`config.mk`:
```
export PLATFORM = sky130hd
export DESIGN_NAME = ads_support
export DESIGN_NICKNAME = d
export VERILOG_FILES = /design/src/verilog/ads_support.v
export VERILOG_INCLUDE_DIRS = /design/src /design/src/verilog
export SDC_FILE = /design/constraint.sdc
export NUM_CORES = 1
export LEC_CHECK = 0
export BUFFER_PORTS_ARGS = -buffer_cell sky130_fd_sc_hd__buf_4
export CAP_MARGIN = 20
export CORE_UTILIZATION = 45
export DETAILED_ROUTE_END_ITERATION = 8
export PLACE_DENSITY = 0.78
export SYNTH_ARGS = -nofsm -noshare
export SYNTH_HDL_FRONTEND = slang
export SYNTH_SLANG_ARGS = --single-unit
```
`constraint.sdc`:
```
create_clock -name aclk -period 2.3 [get_ports aclk]
set_input_delay 0.345 -clock aclk [delete_from_list [all_inputs] [get_ports aclk]]
set_output_delay 0.345 -clock aclk [all_outputs]
set_load 0.1 [all_outputs]
```
`src/verilog/ads_defs.vh`:
```
/*
 * constants for the adapter dma request and wait-state support block:
 * register offsets, field positions, reset values and timing figures.
 * assumes inclusion by bare name from the design file and the bench.
 */
`ifndef ADS_DEFS_VH
`define ADS_DEFS_VH

// register byte offsets on the axi4-lite slave
`define ADS_ADDR_W 4
`define ADS_OFF_CONFIG 4'h0
`define ADS_OFF_STATUS 4'h4
`define ADS_OFF_PORT 4'h8

// config register fields
`define ADS_CFG_DMA_EN 0
`define ADS_CFG_BURST 1
`define ADS_CFG_CHAN 2
`define ADS_CFG_WAIT_LO 4
`define ADS_CFG_WAIT_HI 6
`define ADS_CFG_FLOOR 7
`define ADS_CFG_RESET 8'h84

// status register fields
`define ADS_ST_REQ_LO 0
`define ADS_ST_BURST_N 2
`define ADS_ST_SINGLE_N 3
`define ADS_ST_CHRDY 4
`define ADS_ST_BUSY 5
`define ADS_ST_CNT_LO 8
`define ADS_ST_CNT_HI 10

// axi responses
`define ADS_RESP_OKAY 2'h0
`define ADS_RESP_SLVERR 2'h2
`define ADS_RESP_DECERR 2'h3

// timing, in nanoseconds and oscillator periods
`define ADS_OSC_PERIOD_NS 70
`define ADS_MIN_STROBE_NS 360
`define ADS_NON_DMA_STROBE_NS 250
`define ADS_WAIT_MAX 6

// width of the wait counter, port reset value and synchroniser width
`define ADS_CNT_W 3
`define ADS_PORT_RESET 8'h00
`define ADS_SYNC_W 15

`endif

```
`src/verilog/ads_support.v`:
```
/*
 * adapter support logic: dma request source selector, wait-state
 * generator driving channel ready, and an eight-bit output port read back over axi,
 * the selector and generator configured over an axi4-lite slave.
 * assumes all board-side pins and the bus oscillator are asynchronous
 * to aclk and that aclk is far faster than the oscillator.
 */
// Implementation choices: the AXI4-Lite interface to the registers and the placing of the registers.
`timescale 1ns/1ps
`default_nettype none
`include "ads_defs.vh"

////////////////////////////////////////////////////////////////////////
module ads_support (
  input wire aclk, // 250 mhz system clock
  input wire aresetn, // synchronous reset, active low
  input wire clk_en, // freezes all state while low
  // axi4-lite slave
  input wire [`ADS_ADDR_W-1:0] s_axi_awaddr, // write address
  input wire s_axi_awvalid, // write address valid
  output reg s_axi_awready, // write address ready
  input wire [31:0] s_axi_wdata, // write data
  input wire [3:0] s_axi_wstrb, // write byte enables
  input wire s_axi_wvalid, // write data valid
  output reg s_axi_wready, // write data ready
  output reg [1:0] s_axi_bresp, // write response
  output reg s_axi_bvalid, // write response valid
  input wire s_axi_bready, // write response ready
  input wire [`ADS_ADDR_W-1:0] s_axi_araddr, // read address
  input wire s_axi_arvalid, // read address valid
  output reg s_axi_arready, // read address ready
  output reg [31:0] s_axi_rdata, // read data
  output reg [1:0] s_axi_rresp, // read response
  output reg s_axi_rvalid, // read data valid
  input wire s_axi_rready, // read data ready
  // board side
  input wire osc, // bus oscillator, about 70 ns
  input wire [1:0] serial_wait_request_n, // channel requests, low
  input wire bus_grant, // grant, high active
  input wire status_s0_n, // bus status s0, low active
  input wire status_s1_n, // bus status s1, low active
  input wire serial_chip_enable_n, // serial controller select
  input wire decoded_select_n, // output port select, low
  input wire io_write_strobe_n, // io write strobe, low
  input wire [7:0] port_data, // board data bus
  output reg burst_request_in_n, // burst request out, low
  output reg single_request_in_n, // single request out, low
  output reg channel_ready, // bus channel ready, low = wait
  output reg [7:0] gp_out // general output lines
);

  localparam integer WAIT_MAX_I = `ADS_WAIT_MAX;
  // least whole oscillator periods covering each strobe width
  localparam integer WAIT_DMA_I =
    (`ADS_MIN_STROBE_NS + `ADS_OSC_PERIOD_NS - 1) / `ADS_OSC_PERIOD_NS;
  localparam integer WAIT_FLOOR_I =
    (`ADS_NON_DMA_STROBE_NS + `ADS_OSC_PERIOD_NS - 1) /
    `ADS_OSC_PERIOD_NS;
  // cut to the counter width on purpose; all fit in three bits
  localparam [`ADS_CNT_W-1:0] WAIT_MAX = WAIT_MAX_I[`ADS_CNT_W-1:0];
  localparam [`ADS_CNT_W-1:0] WAIT_DMA = WAIT_DMA_I[`ADS_CNT_W-1:0];
  localparam [`ADS_CNT_W-1:0] WAIT_FLOOR = WAIT_FLOOR_I[`ADS_CNT_W-1:0];

  function [1:0] reg_sel;
    input [`ADS_ADDR_W-1:0] addr;
    begin
      if (addr == `ADS_OFF_CONFIG) begin
        reg_sel = 2'h1;
      end else if (addr == `ADS_OFF_STATUS) begin
        reg_sel = 2'h2;
      end else if (addr == `ADS_OFF_PORT) begin
        reg_sel = 2'h3;
      end else begin
        reg_sel = 2'h0;
      end
    end
  endfunction

  //////////////////////////////////////////////////////////////////////
  // input synchronisers

  wire [`ADS_SYNC_W-1:0] async_in;
  reg [`ADS_SYNC_W-1:0] sync1_q;
  reg [`ADS_SYNC_W-1:0] sync2_q;
  reg osc_prev_q;
  reg ce_n_prev_q;
  reg wr_n_prev_q;
  // previous values reset to the idle level: no false edge out of reset

  assign async_in = {port_data, io_write_strobe_n, decoded_select_n,
    serial_chip_enable_n, status_s1_n, status_s0_n, bus_grant, osc};

  wire osc_s = sync2_q[0];
  wire grant_s = sync2_q[1];
  wire s0_n_s = sync2_q[2];
  wire s1_n_s = sync2_q[3];
  wire ce_n_s = sync2_q[4];
  wire sel_n_s = sync2_q[5];
  wire wr_n_s = sync2_q[6];
  wire [7:0] data_s = sync2_q[14:7];

  reg [1:0] req1_q;
  reg [1:0] req_s_q;

  always @(posedge aclk) begin
    if (!aresetn) begin
      sync1_q <= {`ADS_SYNC_W{1'b1}};
      sync2_q <= {`ADS_SYNC_W{1'b1}};
      req1_q <= 2'h3;
      req_s_q <= 2'h3;
      osc_prev_q <= 1'b1;
      ce_n_prev_q <= 1'b1;
      wr_n_prev_q <= 1'b1;
    end else if (clk_en) begin
      sync1_q <= async_in;
      sync2_q <= sync1_q;
      req1_q <= serial_wait_request_n;
      req_s_q <= req1_q;
      osc_prev_q <= osc_s;
      ce_n_prev_q <= ce_n_s;
      wr_n_prev_q <= wr_n_s;
    end
  end

  wire osc_rise = osc_s & ~osc_prev_q;
  wire ce_fall = ~ce_n_s & ce_n_prev_q;
  wire wr_fall = ~wr_n_s & wr_n_prev_q;

  //////////////////////////////////////////////////////////////////////
  // configuration register and axi4-lite slave

  reg [7:0] cfg_q;
  reg aw_held_q;
  reg w_held_q;
  reg [`ADS_ADDR_W-1:0] awaddr_q;
  reg [7:0] wbyte_q;
  reg wlane_q;

  wire dma_en = cfg_q[`ADS_CFG_DMA_EN];
  wire burst_mode = cfg_q[`ADS_CFG_BURST];
  wire chan_sel = cfg_q[`ADS_CFG_CHAN];
  wire floor_en = cfg_q[`ADS_CFG_FLOOR];
  wire [`ADS_CNT_W-1:0] wait_cfg = cfg_q[`ADS_CFG_WAIT_HI:`ADS_CFG_WAIT_LO];

  wire aw_take = s_axi_awvalid & s_axi_awready;
  wire w_take = s_axi_wvalid & s_axi_wready;
  wire aw_have = aw_held_q | aw_take;
  wire w_have = w_held_q | w_take;
  wire do_write = aw_have & w_have & ~s_axi_bvalid;
  wire [`ADS_ADDR_W-1:0] wr_addr = aw_held_q ? awaddr_q : s_axi_awaddr;
  wire [7:0] wr_byte = w_held_q ? wbyte_q : s_axi_wdata[7:0];
  wire wr_lane = w_held_q ? wlane_q : s_axi_wstrb[0];
  wire [1:0] wr_sel = reg_sel(wr_addr);
  wire [1:0] rd_sel = reg_sel(s_axi_araddr);

  reg [`ADS_CNT_W-1:0] cnt_q;
  reg busy_q;
  reg [31:0] status_word;

  // status fields placed at their defined bit positions
  always @* begin
    status_word = 32'h0000_0000;
    status_word[`ADS_ST_REQ_LO+1:`ADS_ST_REQ_LO] = req_s_q;
    status_word[`ADS_ST_BURST_N] = burst_request_in_n;
    status_word[`ADS_ST_SINGLE_N] = single_request_in_n;
    status_word[`ADS_ST_CHRDY] = channel_ready;
    status_word[`ADS_ST_BUSY] = busy_q;
    status_word[`ADS_ST_CNT_HI:`ADS_ST_CNT_LO] = cnt_q;
  end

  always @(posedge aclk) begin
    if (!aresetn) begin
      cfg_q <= `ADS_CFG_RESET;
      aw_held_q <= 1'b0;
      w_held_q <= 1'b0;
      awaddr_q <= {`ADS_ADDR_W{1'b0}};
      wbyte_q <= 8'h00;
      wlane_q <= 1'b0;
      s_axi_awready <= 1'b0;
      s_axi_wready <= 1'b0;
      s_axi_bvalid <= 1'b0;
      s_axi_bresp <= `ADS_RESP_OKAY;
      s_axi_arready <= 1'b0;
      s_axi_rvalid <= 1'b0;
      s_axi_rresp <= `ADS_RESP_OKAY;
      s_axi_rdata <= 32'h0000_0000;
    end else if (clk_en) begin
      // address and data may arrive in either order
      if (aw_take) begin
        awaddr_q <= s_axi_awaddr;
      end
      if (w_take) begin
        wbyte_q <= s_axi_wdata[7:0];
        wlane_q <= s_axi_wstrb[0];
      end
      aw_held_q <= aw_have & ~do_write;
      w_held_q <= w_have & ~do_write;
      s_axi_awready <= ~(aw_have & ~do_write) & ~do_write &
        ~(s_axi_bvalid & ~s_axi_bready);
      s_axi_wready <= ~(w_have & ~do_write) & ~do_write &
        ~(s_axi_bvalid & ~s_axi_bready);
      if (do_write) begin
        s_axi_bvalid <= 1'b1;
        if (wr_sel == 2'h1) begin
          s_axi_bresp <= `ADS_RESP_OKAY;
          if (wr_lane) begin
            cfg_q <= wr_byte;
          end
        end else if (wr_sel == 2'h0) begin
          s_axi_bresp <= `ADS_RESP_DECERR;
        end else begin
          s_axi_bresp <= `ADS_RESP_SLVERR;
        end
      end else if (s_axi_bvalid & s_axi_bready) begin
        s_axi_bvalid <= 1'b0;
      end
      // read channel: one read at a time
      s_axi_arready <= ~s_axi_rvalid & ~s_axi_arready;
      if (s_axi_arvalid & s_axi_arready) begin
        s_axi_rvalid <= 1'b1;
        if (rd_sel == 2'h1) begin
          s_axi_rdata <= {24'h00_0000, cfg_q};
          s_axi_rresp <= `ADS_RESP_OKAY;
        end else if (rd_sel == 2'h2) begin
          s_axi_rdata <= status_word;
          s_axi_rresp <= `ADS_RESP_OKAY;
        end else if (rd_sel == 2'h3) begin
          s_axi_rdata <= {24'h00_0000, gp_out};
          s_axi_rresp <= `ADS_RESP_OKAY;
        end else begin
          // unmapped offsets answer decode error with zero data
          s_axi_rdata <= 32'h0000_0000;
          s_axi_rresp <= `ADS_RESP_DECERR;
        end
      end else if (s_axi_rvalid & s_axi_rready) begin
        s_axi_rvalid <= 1'b0;
      end
    end
  end

  //////////////////////////////////////////////////////////////////////
  // dma request source selector

  // only the selected channel is looked at
  wire req_sel_n = chan_sel ? req_s_q[1] : req_s_q[0];
  wire req_active = dma_en & ~req_sel_n;
  wire xfer_start = grant_s & ~s0_n_s & ~s1_n_s;
  reg granted_q;

  always @(posedge aclk) begin
    if (!aresetn) begin
      granted_q <= 1'b0;
      burst_request_in_n <= 1'b1;
      single_request_in_n <= 1'b1;
    end else if (clk_en) begin
      // grant seen: hold single request off until channel drops request
      if (!req_active) begin
        granted_q <= 1'b0;
      end else if (!burst_mode && xfer_start) begin
        granted_q <= 1'b1;
      end
      burst_request_in_n <= ~(req_active & burst_mode);
      single_request_in_n <= ~(req_active & ~burst_mode & ~xfer_start &
        ~granted_q);
    end
  end

  //////////////////////////////////////////////////////////////////////
  // wait-state generator

  reg [`ADS_CNT_W-1:0] wait_eff;

  always @* begin
    wait_eff = (wait_cfg > WAIT_MAX) ? WAIT_MAX : wait_cfg;
    if (floor_en && wait_eff < WAIT_FLOOR) begin
      wait_eff = WAIT_FLOOR;
    end
    if (dma_en) begin
      wait_eff = WAIT_DMA;
    end
  end

  always @(posedge aclk) begin
    if (!aresetn) begin
      cnt_q <= {`ADS_CNT_W{1'b0}};
      busy_q <= 1'b0;
      channel_ready <= 1'b1;
    end else if (clk_en) begin
      // chip enables that fall during a wait are ignored
      if (!busy_q) begin
        cnt_q <= wait_eff;
        if (ce_fall && wait_eff != {`ADS_CNT_W{1'b0}}) begin
          busy_q <= 1'b1;
          channel_ready <= 1'b0;
        end
      end else if (osc_rise) begin
        if (cnt_q == {{(`ADS_CNT_W-1){1'b0}}, 1'b1}) begin
          cnt_q <= wait_eff;
          busy_q <= 1'b0;
          channel_ready <= 1'b1;
        end else begin
          cnt_q <= cnt_q - {{(`ADS_CNT_W-1){1'b0}}, 1'b1};
        end
      end
    end
  end

  //////////////////////////////////////////////////////////////////////
  // general-purpose output port

  always @(posedge aclk) begin
    if (!aresetn) begin
      gp_out <= `ADS_PORT_RESET;
    end else if (clk_en) begin
      if (wr_fall && !sel_n_s) begin
        gp_out <= data_s;
      end
    end
  end

endmodule
`default_nettype wire

```
==> results of run 1 <==
-- Yosys cell counts, types with 2 or more instances --
cell        n  area share, %
o211a_1     2           0.49
a22oi_1     9            1.7
a311oi_1    6            1.3
nand4b_1    2           0.43
nor3b_2     2           0.61
a211oi_1    2           0.37
a2111oi_0   2           0.43
o211ai_1    2           0.37
a31o_2      2           0.43
dfxtp_1    95             47
o21ai_0     2           0.25
a21oi_1    29            3.6
nand2_1    70            6.4
inv_1       6           0.55
buf_4      23            4.2
nor2_1     31            2.8
nor4_1      3           0.46
nor2b_1     5           0.77
buf_2       6           0.74
nor3_1      4           0.49
mux2i_1    65             16
o21a_1      2           0.37
nand3_1     8           0.98
nand2b_1    7            1.1
o21ai_1     2           0.25
clkbuf_1   17            1.6
ha_1        2           0.61
o2bb2ai_1   6            1.3
-- per-stage QoR --
step                hold WS, ns  utilization, %  worst slack [ns]  std cells  cell area (sq um)
floorplan                 0.433               -            0.0519        453               4160
global placement          0.440            53.1             0.344        598               4650
detailed placement        0.446            53.1             0.342        598               4650
CTS                       0.182            55.3             0.425        614               4850
global route              0.183            55.3             0.259        614               4850
finish                    0.186            55.3             0.416        614               4850
-- path summary, 6_finish.rpt --
path / endpoint / slack, ns / depth (start not counted)
setup / recovery: cfg_q[7]$_SDFFE_PN1P_ / 0.42 / 4
hold / removal: sync1_q[5]$_SDFFE_PN1P_ / 0.19 / 3
setup reg to reg: cfg_q[7]$_SDFFE_PN1P_ / 0.42 / 4
hold reg to reg: wlane_q$_SDFFE_PN0P_ / 0.46 / 2
-- state kept, by name, indices dropped and copies added (netlist names), 2 cells and up --
signal       flops
sync1_q         15
sync2_q         15
s_axi_rdata     11
cfg_q            8
gp_out           8
wbyte_q          8
awaddr_q         4
cnt_q            3
req1_q           2
req_s_q          2
s_axi_bresp      2
-- where the power goes --
part / total (mW) / switching, mW / internal (mW)
Combinational: 0.511 / 0.365 / 0.146
Clock: 1.10 / 0.591 / 0.508
Sequential: 1.73 / 0.0382 / 1.69
Total: 3.34 / 0.994 / 2.35
-- critical path, delay by kind of cell, from the launching register on --
family | cells | cell delay [ns]
AO/OA/AOI/OAI | 3 | 0.72
flip-flops | 1 | 0.48
AND/OR/NAND/NOR | 1 | 0.56
-- cell type report --
cell class | count | area (sq um) | area share [%]
sequential | 95 | 1900 | 39.2
clock buffer | 10 | 128 | 2.63
clock inverter | 6 | 70.1 | 1.44
tap | 108 | 135 | 2.79
multi-input combinational | 306 | 1970 | 40.6
inverter | 6 | 22.5 | 0.464
timing repair buffer | 83 | 623 | 12.8
-- logic make-up (layout without fill, tap and decap cells) --
| group | count (synthesis) | count (layout) | share of synthesized area (%) |
|---|---|---|---|
| AOI/OAI and AO/OA | 76 | 76 | 13.1 |
| adders and majority gates | 2 | 2 | 0.613 |
| buffers and inverters | 52 | 105 | 7.08 |
| DFF | 95 | 95 | 46.6 |
| muxes | 66 | 66 | 16.2 |
| other | 1 | 21 | 0.0918 |
| and+or+nand+nor | 141 | 141 | 16.3 |
-- per-layer routing --
metal  global-route usage [%]  wire (um)  vias up
met5                        0          0        -
met4                     7.69        160        0
met2                     31.6       4160      105
met1                     24.9       4110     1503
met3                     4.75        516       15
li1                         -          -     1600
-- layout by cell type (no fill, tap or decap), drive strengths merged, types with 4 or more instances in the layout --
cell type	n
dfxtp	95
buf	83
nand2	70
mux2i	65
nor2	31
a21oi	31
conb	21
clkbuf	10
a22oi	9
nand3	8
nand2b	7
inv	7
o2bb2ai	6
a311oi	6
nor2b	5
nor3	5
o21ai	4
==> reports/results.ini, run 1 <==
[die]
io_pins = 121
fp.dieW_um = 97.3
die_h_um = 97.3
coreArea_sq_um = 8760
start_util_pct = 46.6
num_rows = 34
dieArea_sq_um = 9460

[route]
viasPerCell = 5.25
avgRoutedWirePerCell_um = 14.6
first_pass_iters = 4
wl_um = 8940
vias = 3223
drtIter0Drc = 163
ant_nets = 0
drcViolationCount = 0

[cells_and_area]
n_antenna_cell = 0
fin_nets = 572
layout-drive-gt1-share_pct = 21.9
fillers = 765
syn_to_final_growth_pct = 18.7

[sta]
max_freq_mhz = 531
slew_violations = 0
tns_ns = 0
setup_viol = 0
finClkSkew_ns = 0.00877
period_share_pct = 81.9
slew_headroom_pct = 56.4
rsz0062_at_grt = false
period_minus_slack_ns = 1.88
hold_viol_final = 0
worst_pin_slew_ns = 0.653

[clocking]
clockBufferDepth = 2
cts_setup_buffers = 0
cts_resized = 0
cts.sinks = 95
cts_hold_buf = 0
clockRootBuffer = clkbuf_8
clk_pin_slew_ns = 0.09
numCtsBuffers = 9
htreeDepth = 3
cts_tree = built
insertion_delay_ns = 0.37

[power]
p_leak_nw = 2.07
p_per_area_nw_per_um2 = 689
max-vdd-ir-drop_mv = 0.279
power_mw = 3.34

[yosys]
synthCells = 433
synthArstFlopShare_pct = 0
synth-warning-count = 0
synth-main-ff-cell = dfxtp_1
synth_edf_count = 0
synthesis.area_sq_um = 4080
synth_seq_cells = 95
syn_avg_cell_area_sq_um = 9.43
synth_cell_type_count = 49
ys_seq_area_share_pct = 46.6

[worst_setup_path]
arrival_ns = 2.12
worstPathCellList = a21oi_2 -> or4b_4 -> a2111oi_0 -> o21ai_1
timing.rr.start = aw_held_q$_SDFFE_PN0P_
critPathMaxFanout = 8
criticalPathCategory = register to register
startpoint = aw_held_q$_SDFFE_PN0P_
end_kind = register
setup.worst_path.start_class = register
required_ns = 2.54
cp_slowest_cell = or4b_4
slowest_delay_ns = 0.56

[run_status]
outcome = complete, no violations

[hold_path]
min_path_type = input port to register
worstHoldStart = decoded_select_n

[place]
hpwl_um = 6410
io_buffers = 72
gp_congestion = 0.809

[grt]
grt_max_degree = 46
grt_use_total_pct = 19.5
antenna_found_initial = 0
first_global_vias = 3074
grt_overflow = 0
grt_pass1_wl_um = 14800

[job]
drv_cap = 0

Power figures use the tool's default switching activity.
==> inputs of run 2 (changes only) <==
--- a/config.mk
+++ b/config.mk
@@ -10,7 +10,7 @@
 export CAP_MARGIN = 20
 export CORE_UTILIZATION = 45
 export DETAILED_ROUTE_END_ITERATION = 8
-export PLACE_DENSITY = 0.78
+export PLACE_DENSITY = 0.81
 export SYNTH_ARGS = -nofsm -noshare
 export SYNTH_HDL_FRONTEND = slang
 export SYNTH_SLANG_ARGS = --single-unit
==> constraint.sdc (replaced) <==
create_clock -name aclk -period 1.7 [get_ports aclk]
set_input_delay 0.255 -clock aclk [delete_from_list [all_inputs] [get_ports aclk]]
set_output_delay 0.255 -clock aclk [all_outputs]
set_load 0.1 [all_outputs]
==> run 2 against run 1 <==
  * Sequential power up 35%
  * Non-clock buffer count up 3
  * Clock power up 39%
  * Clock-buffer cell count up 1
  * Combinational power up 42%
  * First-iteration DRC count down 0.61%
  * Utilization up 1.7 points
  * Critical path type unchanged
  * Highest routed layer unchanged
==> reports/results.ini, run 2 (synthesis gave the netlist of run 1 again) <==
[clocking]
clockBufferDepth = 2  ; unchanged
cts_hold_buf = 0  ; unchanged
htreeDepth = 3  ; unchanged
insertion_delay_ns = 0.37  ; about the same
clockRootBuffer = clkbuf_8  ; unchanged
cts_setup_buffers = 0  ; unchanged
cts.sinks = 95  ; unchanged
numCtsBuffers = 9  ; unchanged
clk_pin_slew_ns = 0.10  ; was 0.09 ns
cts_tree = built  ; unchanged

[cells_and_area]
fin_nets = 576  ; was 572
final_cell_mix = dfxtp_1 (90), buf_4 (82), nand2_1 (70)  ; was dfxtp_1 (94), buf_4 (83), nand2_1 (70)
n_antenna_cell = 0  ; unchanged
multi_input_area_sq_um = 2040  ; was 1970 sq um
final_common_cell = dfxtp_1  ; unchanged
design_area_sq_um = 5000  ; was 4850 sq um
largest_registers = sync1_q (15), sync2_q (15), s_axi_rdata (11)  ; unchanged
syn_to_final_growth_pct = 22.4  ; was 18.7%
regArea_sq_um = 1910  ; was 1900 sq um
fillers = 739  ; was 765
layout-drive-gt1-share_pct = 24.1  ; was 21.9%

[sta]
max_freq_mhz = 618  ; was 531 MHz
period_minus_slack_ns = 1.62  ; was 1.88 ns
worst_pin_slew_ns = 0.586  ; was 0.653 ns
holdWs_ns = 0.0955  ; was 0.186 ns
hold_viol_final = 0  ; unchanged
period_share_pct = 95.2  ; was 81.9%
tns_ns = 0  ; unchanged
slew_headroom_pct = 60.6  ; was 56.4%
slew_violations = 0  ; unchanged
finClkSkew_ns = 0.0107  ; was 0.00877 ns
setup_viol = 0  ; unchanged

[power]
power_mw = 4.59  ; was 3.34 mW
p_per_area_nw_per_um2 = 919  ; was 689 nW/um^2
p_leak_nw = 2.12  ; was 2.07 nW
max-vdd-ir-drop_mv = 0.378  ; was 0.279 mV

[grt]
antenna_found_initial = 0  ; unchanged
grt_use_total_pct = 20.2  ; was 19.5%
grt_overflow = 0  ; unchanged
grt_pass1_wl_um = 15200  ; was 14,800 um
grt_max_degree = 46  ; unchanged
first_global_vias = 3135  ; was 3,074

[worst_setup_path]
startpoint = aw_held_q$_SDFFE_PN0P_  ; unchanged
r2r_end = cfg_q[7]$_SDFFE_PN1P_  ; unchanged
timing.rr.start = aw_held_q$_SDFFE_PN0P_  ; unchanged
r2r_cells = 4  ; unchanged
end_kind = register  ; unchanged
critPathMaxFanout = 4  ; was 8
required_ns = 1.94  ; was 2.54 ns
crit_end = cfg_q[7]$_SDFFE_PN1P_  ; unchanged
arrival_ns = 1.86  ; was 2.12 ns
r2r_slack_ns = 0.08  ; was 0.42 ns
criticalPathCategory = register to register  ; unchanged
setup.worst_path.start_class = register  ; unchanged

[place]
io_buffers = 72  ; unchanged
gp_congestion = 0.816  ; was 0.809
hpwl_um = 6660  ; was 6410 um
placed_cell_area_sq_um = 4730  ; was 4650 sq um

[route]
avgRoutedWirePerCell_um = 14.9  ; was 14.6 um
vias = 3273  ; was 3,223
drcViolationCount = 0  ; unchanged
ant_nets = 0  ; unchanged
first_pass_iters = 5  ; was 4
wl_um = 9240  ; was 8940 um
drtIter0Drc = 162  ; was 163
viasPerCell = 5.30  ; was 5.25

[die]
coreArea_sq_um = 8760  ; unchanged
dieArea_sq_um = 9460  ; unchanged
io_pins = 121  ; unchanged
num_rows = 34  ; unchanged
start_util_pct = 46.6  ; unchanged
fp.dieW_um = 97.3  ; unchanged
die_h_um = 97.3  ; unchanged

[run_status]
outcome = complete, no violations  ; unchanged

[hold_path]
min_path_type = input port to register  ; unchanged

[job]
drv_cap = 0  ; unchanged

-- run 2: how the worst min path moves through the flow --
| stage | start | end | slack [ns] | depth (start not counted) |
|---|---|---|---|---|
| after floorplan | serial_wait_request_n[0] | req1_q[0]$_SDFFE_PN1P_ | 0.38 | 2 |
| after global placement | wlane_q$_SDFFE_PN0P_ | wlane_q$_SDFFE_PN0P_ | 0.44 | 2 |
| after detailed placement | wbyte_q[1]$_SDFFE_PN0P_ | wbyte_q[1]$_SDFFE_PN0P_ | 0.45 | 2 |
| after CTS | port_data[6] | sync1_q[13]$_SDFFE_PN1P_ | 0.08 | 3 |
| after global routing | serial_wait_request_n[1] | req1_q[1]$_SDFFE_PN1P_ | 0.09 | 3 |
| final | port_data[6] | sync1_q[13]$_SDFFE_PN1P_ | 0.1 | 3 |
-- run 2: timing repair --
action                     in CTS  in global routing
hold endpoints to repair        0                  0
pin swaps                       1                  0
gates resized for setup         3                  8
cloned                          1                  0
setup endpoints to repair       5                  7
-- run 2: worst max-delay path, stage by stage (launching register included) --
cell	delay, ns
dfxtp_1	0.40
a21oi_4	0.07
or4b_4	0.56
a2111oi_2	0.37
o21ai_1	0.10
-- run 2: per-layer routing --
layer  wire length, um  global-route usage (%)  vias to the layer above
li1                  -                       -                     1630
met5                 0                       0                        -
met4               136                    8.60                        0
met2              4410                    32.4                       95
met3               456                    5.18                       10
met1              4230                    25.6                     1538
-- run 2: layout make-up --
class,count,share of cell area (%)
tap,108,2.70
sequential,95,38.3
multi-input combinational,307,40.7
clock buffer,11,2.83
inverter,6,0.450
clock inverter,5,1.28
timing repair buffer,86,13.7
-- run 2: stage by stage --
| stage | util (%) | setup slack (ns) | std cells |
|---|---|---|---|
| final | 57.1 | 0.0819 | 618 |
| after CTS | 56.6 | 0.0152 | 618 |
| after global placement | 54.0 | 0.0627 | 601 |
| after detailed placement | 54.0 | 0.0327 | 601 |
| after floorplan | - | -0.0602 | 453 |
| after global routing | 57.1 | -0.00909 | 618 |
-- run 2: power by group --
group	switching (mW)	total [mW]	internal, mW	leakage, nW
registers	0.0498	2.34	2.29	0.776
logic	0.511	0.727	0.215	1.25
clock network	0.794	1.53	0.734	0.101
==> inputs of run 3 (changes only) <==
--- a/config.mk
+++ b/config.mk
@@ -6,10 +6,10 @@
 export SDC_FILE = /design/constraint.sdc
 export NUM_CORES = 1
 export LEC_CHECK = 0
-export BUFFER_PORTS_ARGS = -buffer_cell sky130_fd_sc_hd__buf_4
 export CAP_MARGIN = 20
-export CORE_UTILIZATION = 45
+export CORE_UTILIZATION = 56
 export DETAILED_ROUTE_END_ITERATION = 8
+export DONT_BUFFER_PORTS = 1
 export PLACE_DENSITY = 0.81
 export SYNTH_ARGS = -nofsm -noshare
 export SYNTH_HDL_FRONTEND = slang
==> run 3 against run 2 <==
  * Clock power is essentially flat
  * Power shrank 2.6%
  * Global-route usage grew 3.6 points
  * Highest routed layer unchanged
==> reports/results.ini, run 3 (synthesis gave the netlist of run 1 again) <==
[clocking]
htreeDepth = 3  ; unchanged
clockBufferDepth = 2  ; unchanged
insertion_delay_ns = 0.38  ; was 0.37 ns
cts.sinks = 95  ; unchanged
clk_pin_slew_ns = 0.10  ; about the same
numCtsBuffers = 9  ; unchanged
cts_tree = built  ; unchanged
clockRootBuffer = clkbuf_8  ; unchanged

[place]
dp_cells = 542  ; was 601
placed_cell_area_sq_um = 4340  ; was 4730 sq um
hpwl_um = 6020  ; was 6660 um
io_buffers = 0  ; was 72
gp_congestion = 0.812  ; was 0.816
pre_cts_slack_ns = 0.0741  ; was 0.0327 ns

[sta]
slew_headroom_pct = 64.8  ; was 60.6%
period_minus_slack_ns = 1.61  ; was 1.62 ns
max_freq_mhz = 620  ; was 618 MHz
period_share_pct = 94.9  ; was 95.2%
hold_viol_final = 0  ; unchanged
worst_pin_slew_ns = 0.523  ; was 0.586 ns
slew_violations = 0  ; unchanged
rsz0062_at_grt = false
layout_setup_ws_ns = 0.0872  ; was 0.0819 ns
setup_viol = 0  ; unchanged
finClkSkew_ns = 0.0127  ; was 0.0107 ns

[cells_and_area]
layout-drive-gt1-share_pct = 16.9  ; was 24.1%
regArea_sq_um = 1910  ; unchanged
fillers = 555  ; was 739
final_common_cell = dfxtp_1  ; unchanged
n_antenna_cell = 0  ; unchanged
largest_registers = sync1_q (15), sync2_q (15), s_axi_rdata (11)  ; unchanged
layout.cells.non_filler = 568  ; was 618
design_area_sq_um = 4700  ; was 5000 sq um
multi_input_area_sq_um = 2040  ; unchanged
syn_to_final_growth_pct = 15.1  ; was 22.4%
fin_util_pct = 68.1  ; was 57.1%
final_cell_mix = dfxtp_1 (90), nand2_1 (70), mux2i_1 (65)  ; was dfxtp_1 (90), buf_4 (82), nand2_1 (70)
fin_nets = 538  ; was 576

[grt]
grt_pass1_wl_um = 13800  ; was 15,200 um
first_global_vias = 2875  ; was 3,135
top_usage_layer = met2  ; unchanged
use_met2_pct = 38.4  ; was 32.4%
grt_overflow = 0  ; unchanged
grt_max_degree = 61  ; was 46
antenna_found_initial = 0  ; unchanged
grt_use_met3_pct = 6.07  ; was 5.18%
grt_util_met1_pct = 29.8  ; was 25.6%
grt_use_total_pct = 23.7  ; was 20.2%

[power]
switching_share_pct = 30.0  ; was 29.5%
internal_power_mw = 3.13  ; was 3.24 mW
comb_power_share_pct = 13.7  ; was 15.8%
p_sw_mw = 1.34  ; was 1.36 mW
p_clk_share_pct = 34.1  ; was 33.3%
p_leak_nw = 1.94  ; was 2.12 nW
seqPwrFrac_pct = 52.2  ; was 50.9%
max-vdd-ir-drop_mv = 0.496  ; was 0.378 mV
power_mw = 4.47  ; was 4.59 mW
p_per_area_nw_per_um2 = 952  ; was 919 nW/um^2

[route]
first_pass_iters = 4  ; was 5
wl_um = 8860  ; was 9240 um
viasPerCell = 5.58  ; was 5.30
drcViolationCount = 0  ; unchanged
vias = 3172  ; was 3,273
drtIter0Drc = 145  ; was 162
ant_nets = 0  ; unchanged
avgRoutedWirePerCell_um = 15.6  ; was 14.9 um

[worst_setup_path]
cpMostUsedCell = buf_4
required_ns = 1.96  ; was 1.94 ns
worstPathCellList = buf_4 -> nor3b_4 -> o221a_1 -> buf_4 -> a311oi_1  ; was a21oi_4 -> or4b_4 -> a2111oi_2 -> o21ai_1
slowest_delay_ns = 0.40  ; was 0.56 ns
arrival_ns = 1.87  ; was 1.86 ns
criticalPathCategory = register to register  ; unchanged
end_kind = register  ; unchanged
critPathMaxFanout = 7  ; was 4
setup.worst_path.start_class = register  ; unchanged
cp_slowest_cell = o221a_1  ; was or4b_4

[die]
start_util_pct = 59.1  ; was 46.6%
dieArea_sq_um = 7640  ; was 9460 sq um
die_h_um = 87.4  ; was 97.3 um
num_rows = 30  ; was 34
coreArea_sq_um = 6910  ; was 8760 sq um
fp.dieW_um = 87.4  ; was 97.3 um
io_pins = 121  ; unchanged

[job]
drv_cap = 0  ; unchanged

[hold_path]
min_path_type = input port to register  ; unchanged

[run_status]
outcome = complete, no violations  ; unchanged

[run 3: path summary, 6_finish.rpt]
path / from / endpoint / slack (ns) / depth (start not counted)
hold / removal: port_data[7] / sync1_q[14]$_SDFFE_PN1P_ / 0.006 / 2
setup / recovery: aw_held_q$_SDFFE_PN0P_ / cfg_q[1]$_SDFFE_PN0P_ / 0.09 / 5
hold reg to reg: wbyte_q[1]$_SDFFE_PN0P_ / wbyte_q[1]$_SDFFE_PN0P_ / 0.46 / 2
setup reg to reg: aw_held_q$_SDFFE_PN0P_ / cfg_q[1]$_SDFFE_PN0P_ / 0.09 / 5
[run 3: metrics by stage]
| stage | setup TNS (ns) | hold WS, ns |
|---|---|---|
| 2_1_floorplan | -0.110 | 0.383 |
| 3_3_place_gp | 0 | 0.328 |
| 3_5_place_dp | 0 | 0.332 |
| 4_1_cts | 0 | 0.000332 |
| 5_1_grt | 0 | 0.00231 |
| 6_report | 0 | 0.00585 |
[run 3: final cells by class]
| type | count | share of cell area (%) |
|---|---|---|
| Multi-Input combinational cell | 307 | 43.3 |
| Sequential cell | 95 | 40.7 |
| Timing Repair Buffer | 48 | 8.52 |
| Clock buffer | 11 | 3.46 |
| Tap cell | 96 | 2.56 |
| Clock inverter | 5 | 0.958 |
| Inverter | 6 | 0.479 |
[run 3: worst max-delay path, delay by kind of cell (launching register included)]
family,cells,cell delay [ns]
compound gates,2,0.47
simple gates,1,0.29
buf+inv,2,0.35
flops,1,0.38
[run 3: layer usage]
layer  part of all wire [%]  vias up
met4                    1.6        0
met5                      0        -
met1                     45     1506
met2                     47      106
met3                    6.8       12
li1                       -     1548
[run 3: power by group through the flow]
stage | Clock (mW) | Combinational (mW) | Sequential [mW]
CTS | 1.54 | 0.595 | 2.33
floorplan | 0 | 0.486 | 2.47
detailed placement | 0 | 0.565 | 2.39
finish | 1.53 | 0.614 | 2.33
global route | 1.63 | 0.651 | 2.34
global placement | 0 | 0.556 | 2.38
[run 3: what timing repair did]
item                                   4_1_cts  5_1_grt
hold buffers                                 5        2
gates resized for setup                      0        9
setup endpoints to repair                    0        8
endpoints found under the hold margin       43        2
buffers inserted                             0        2
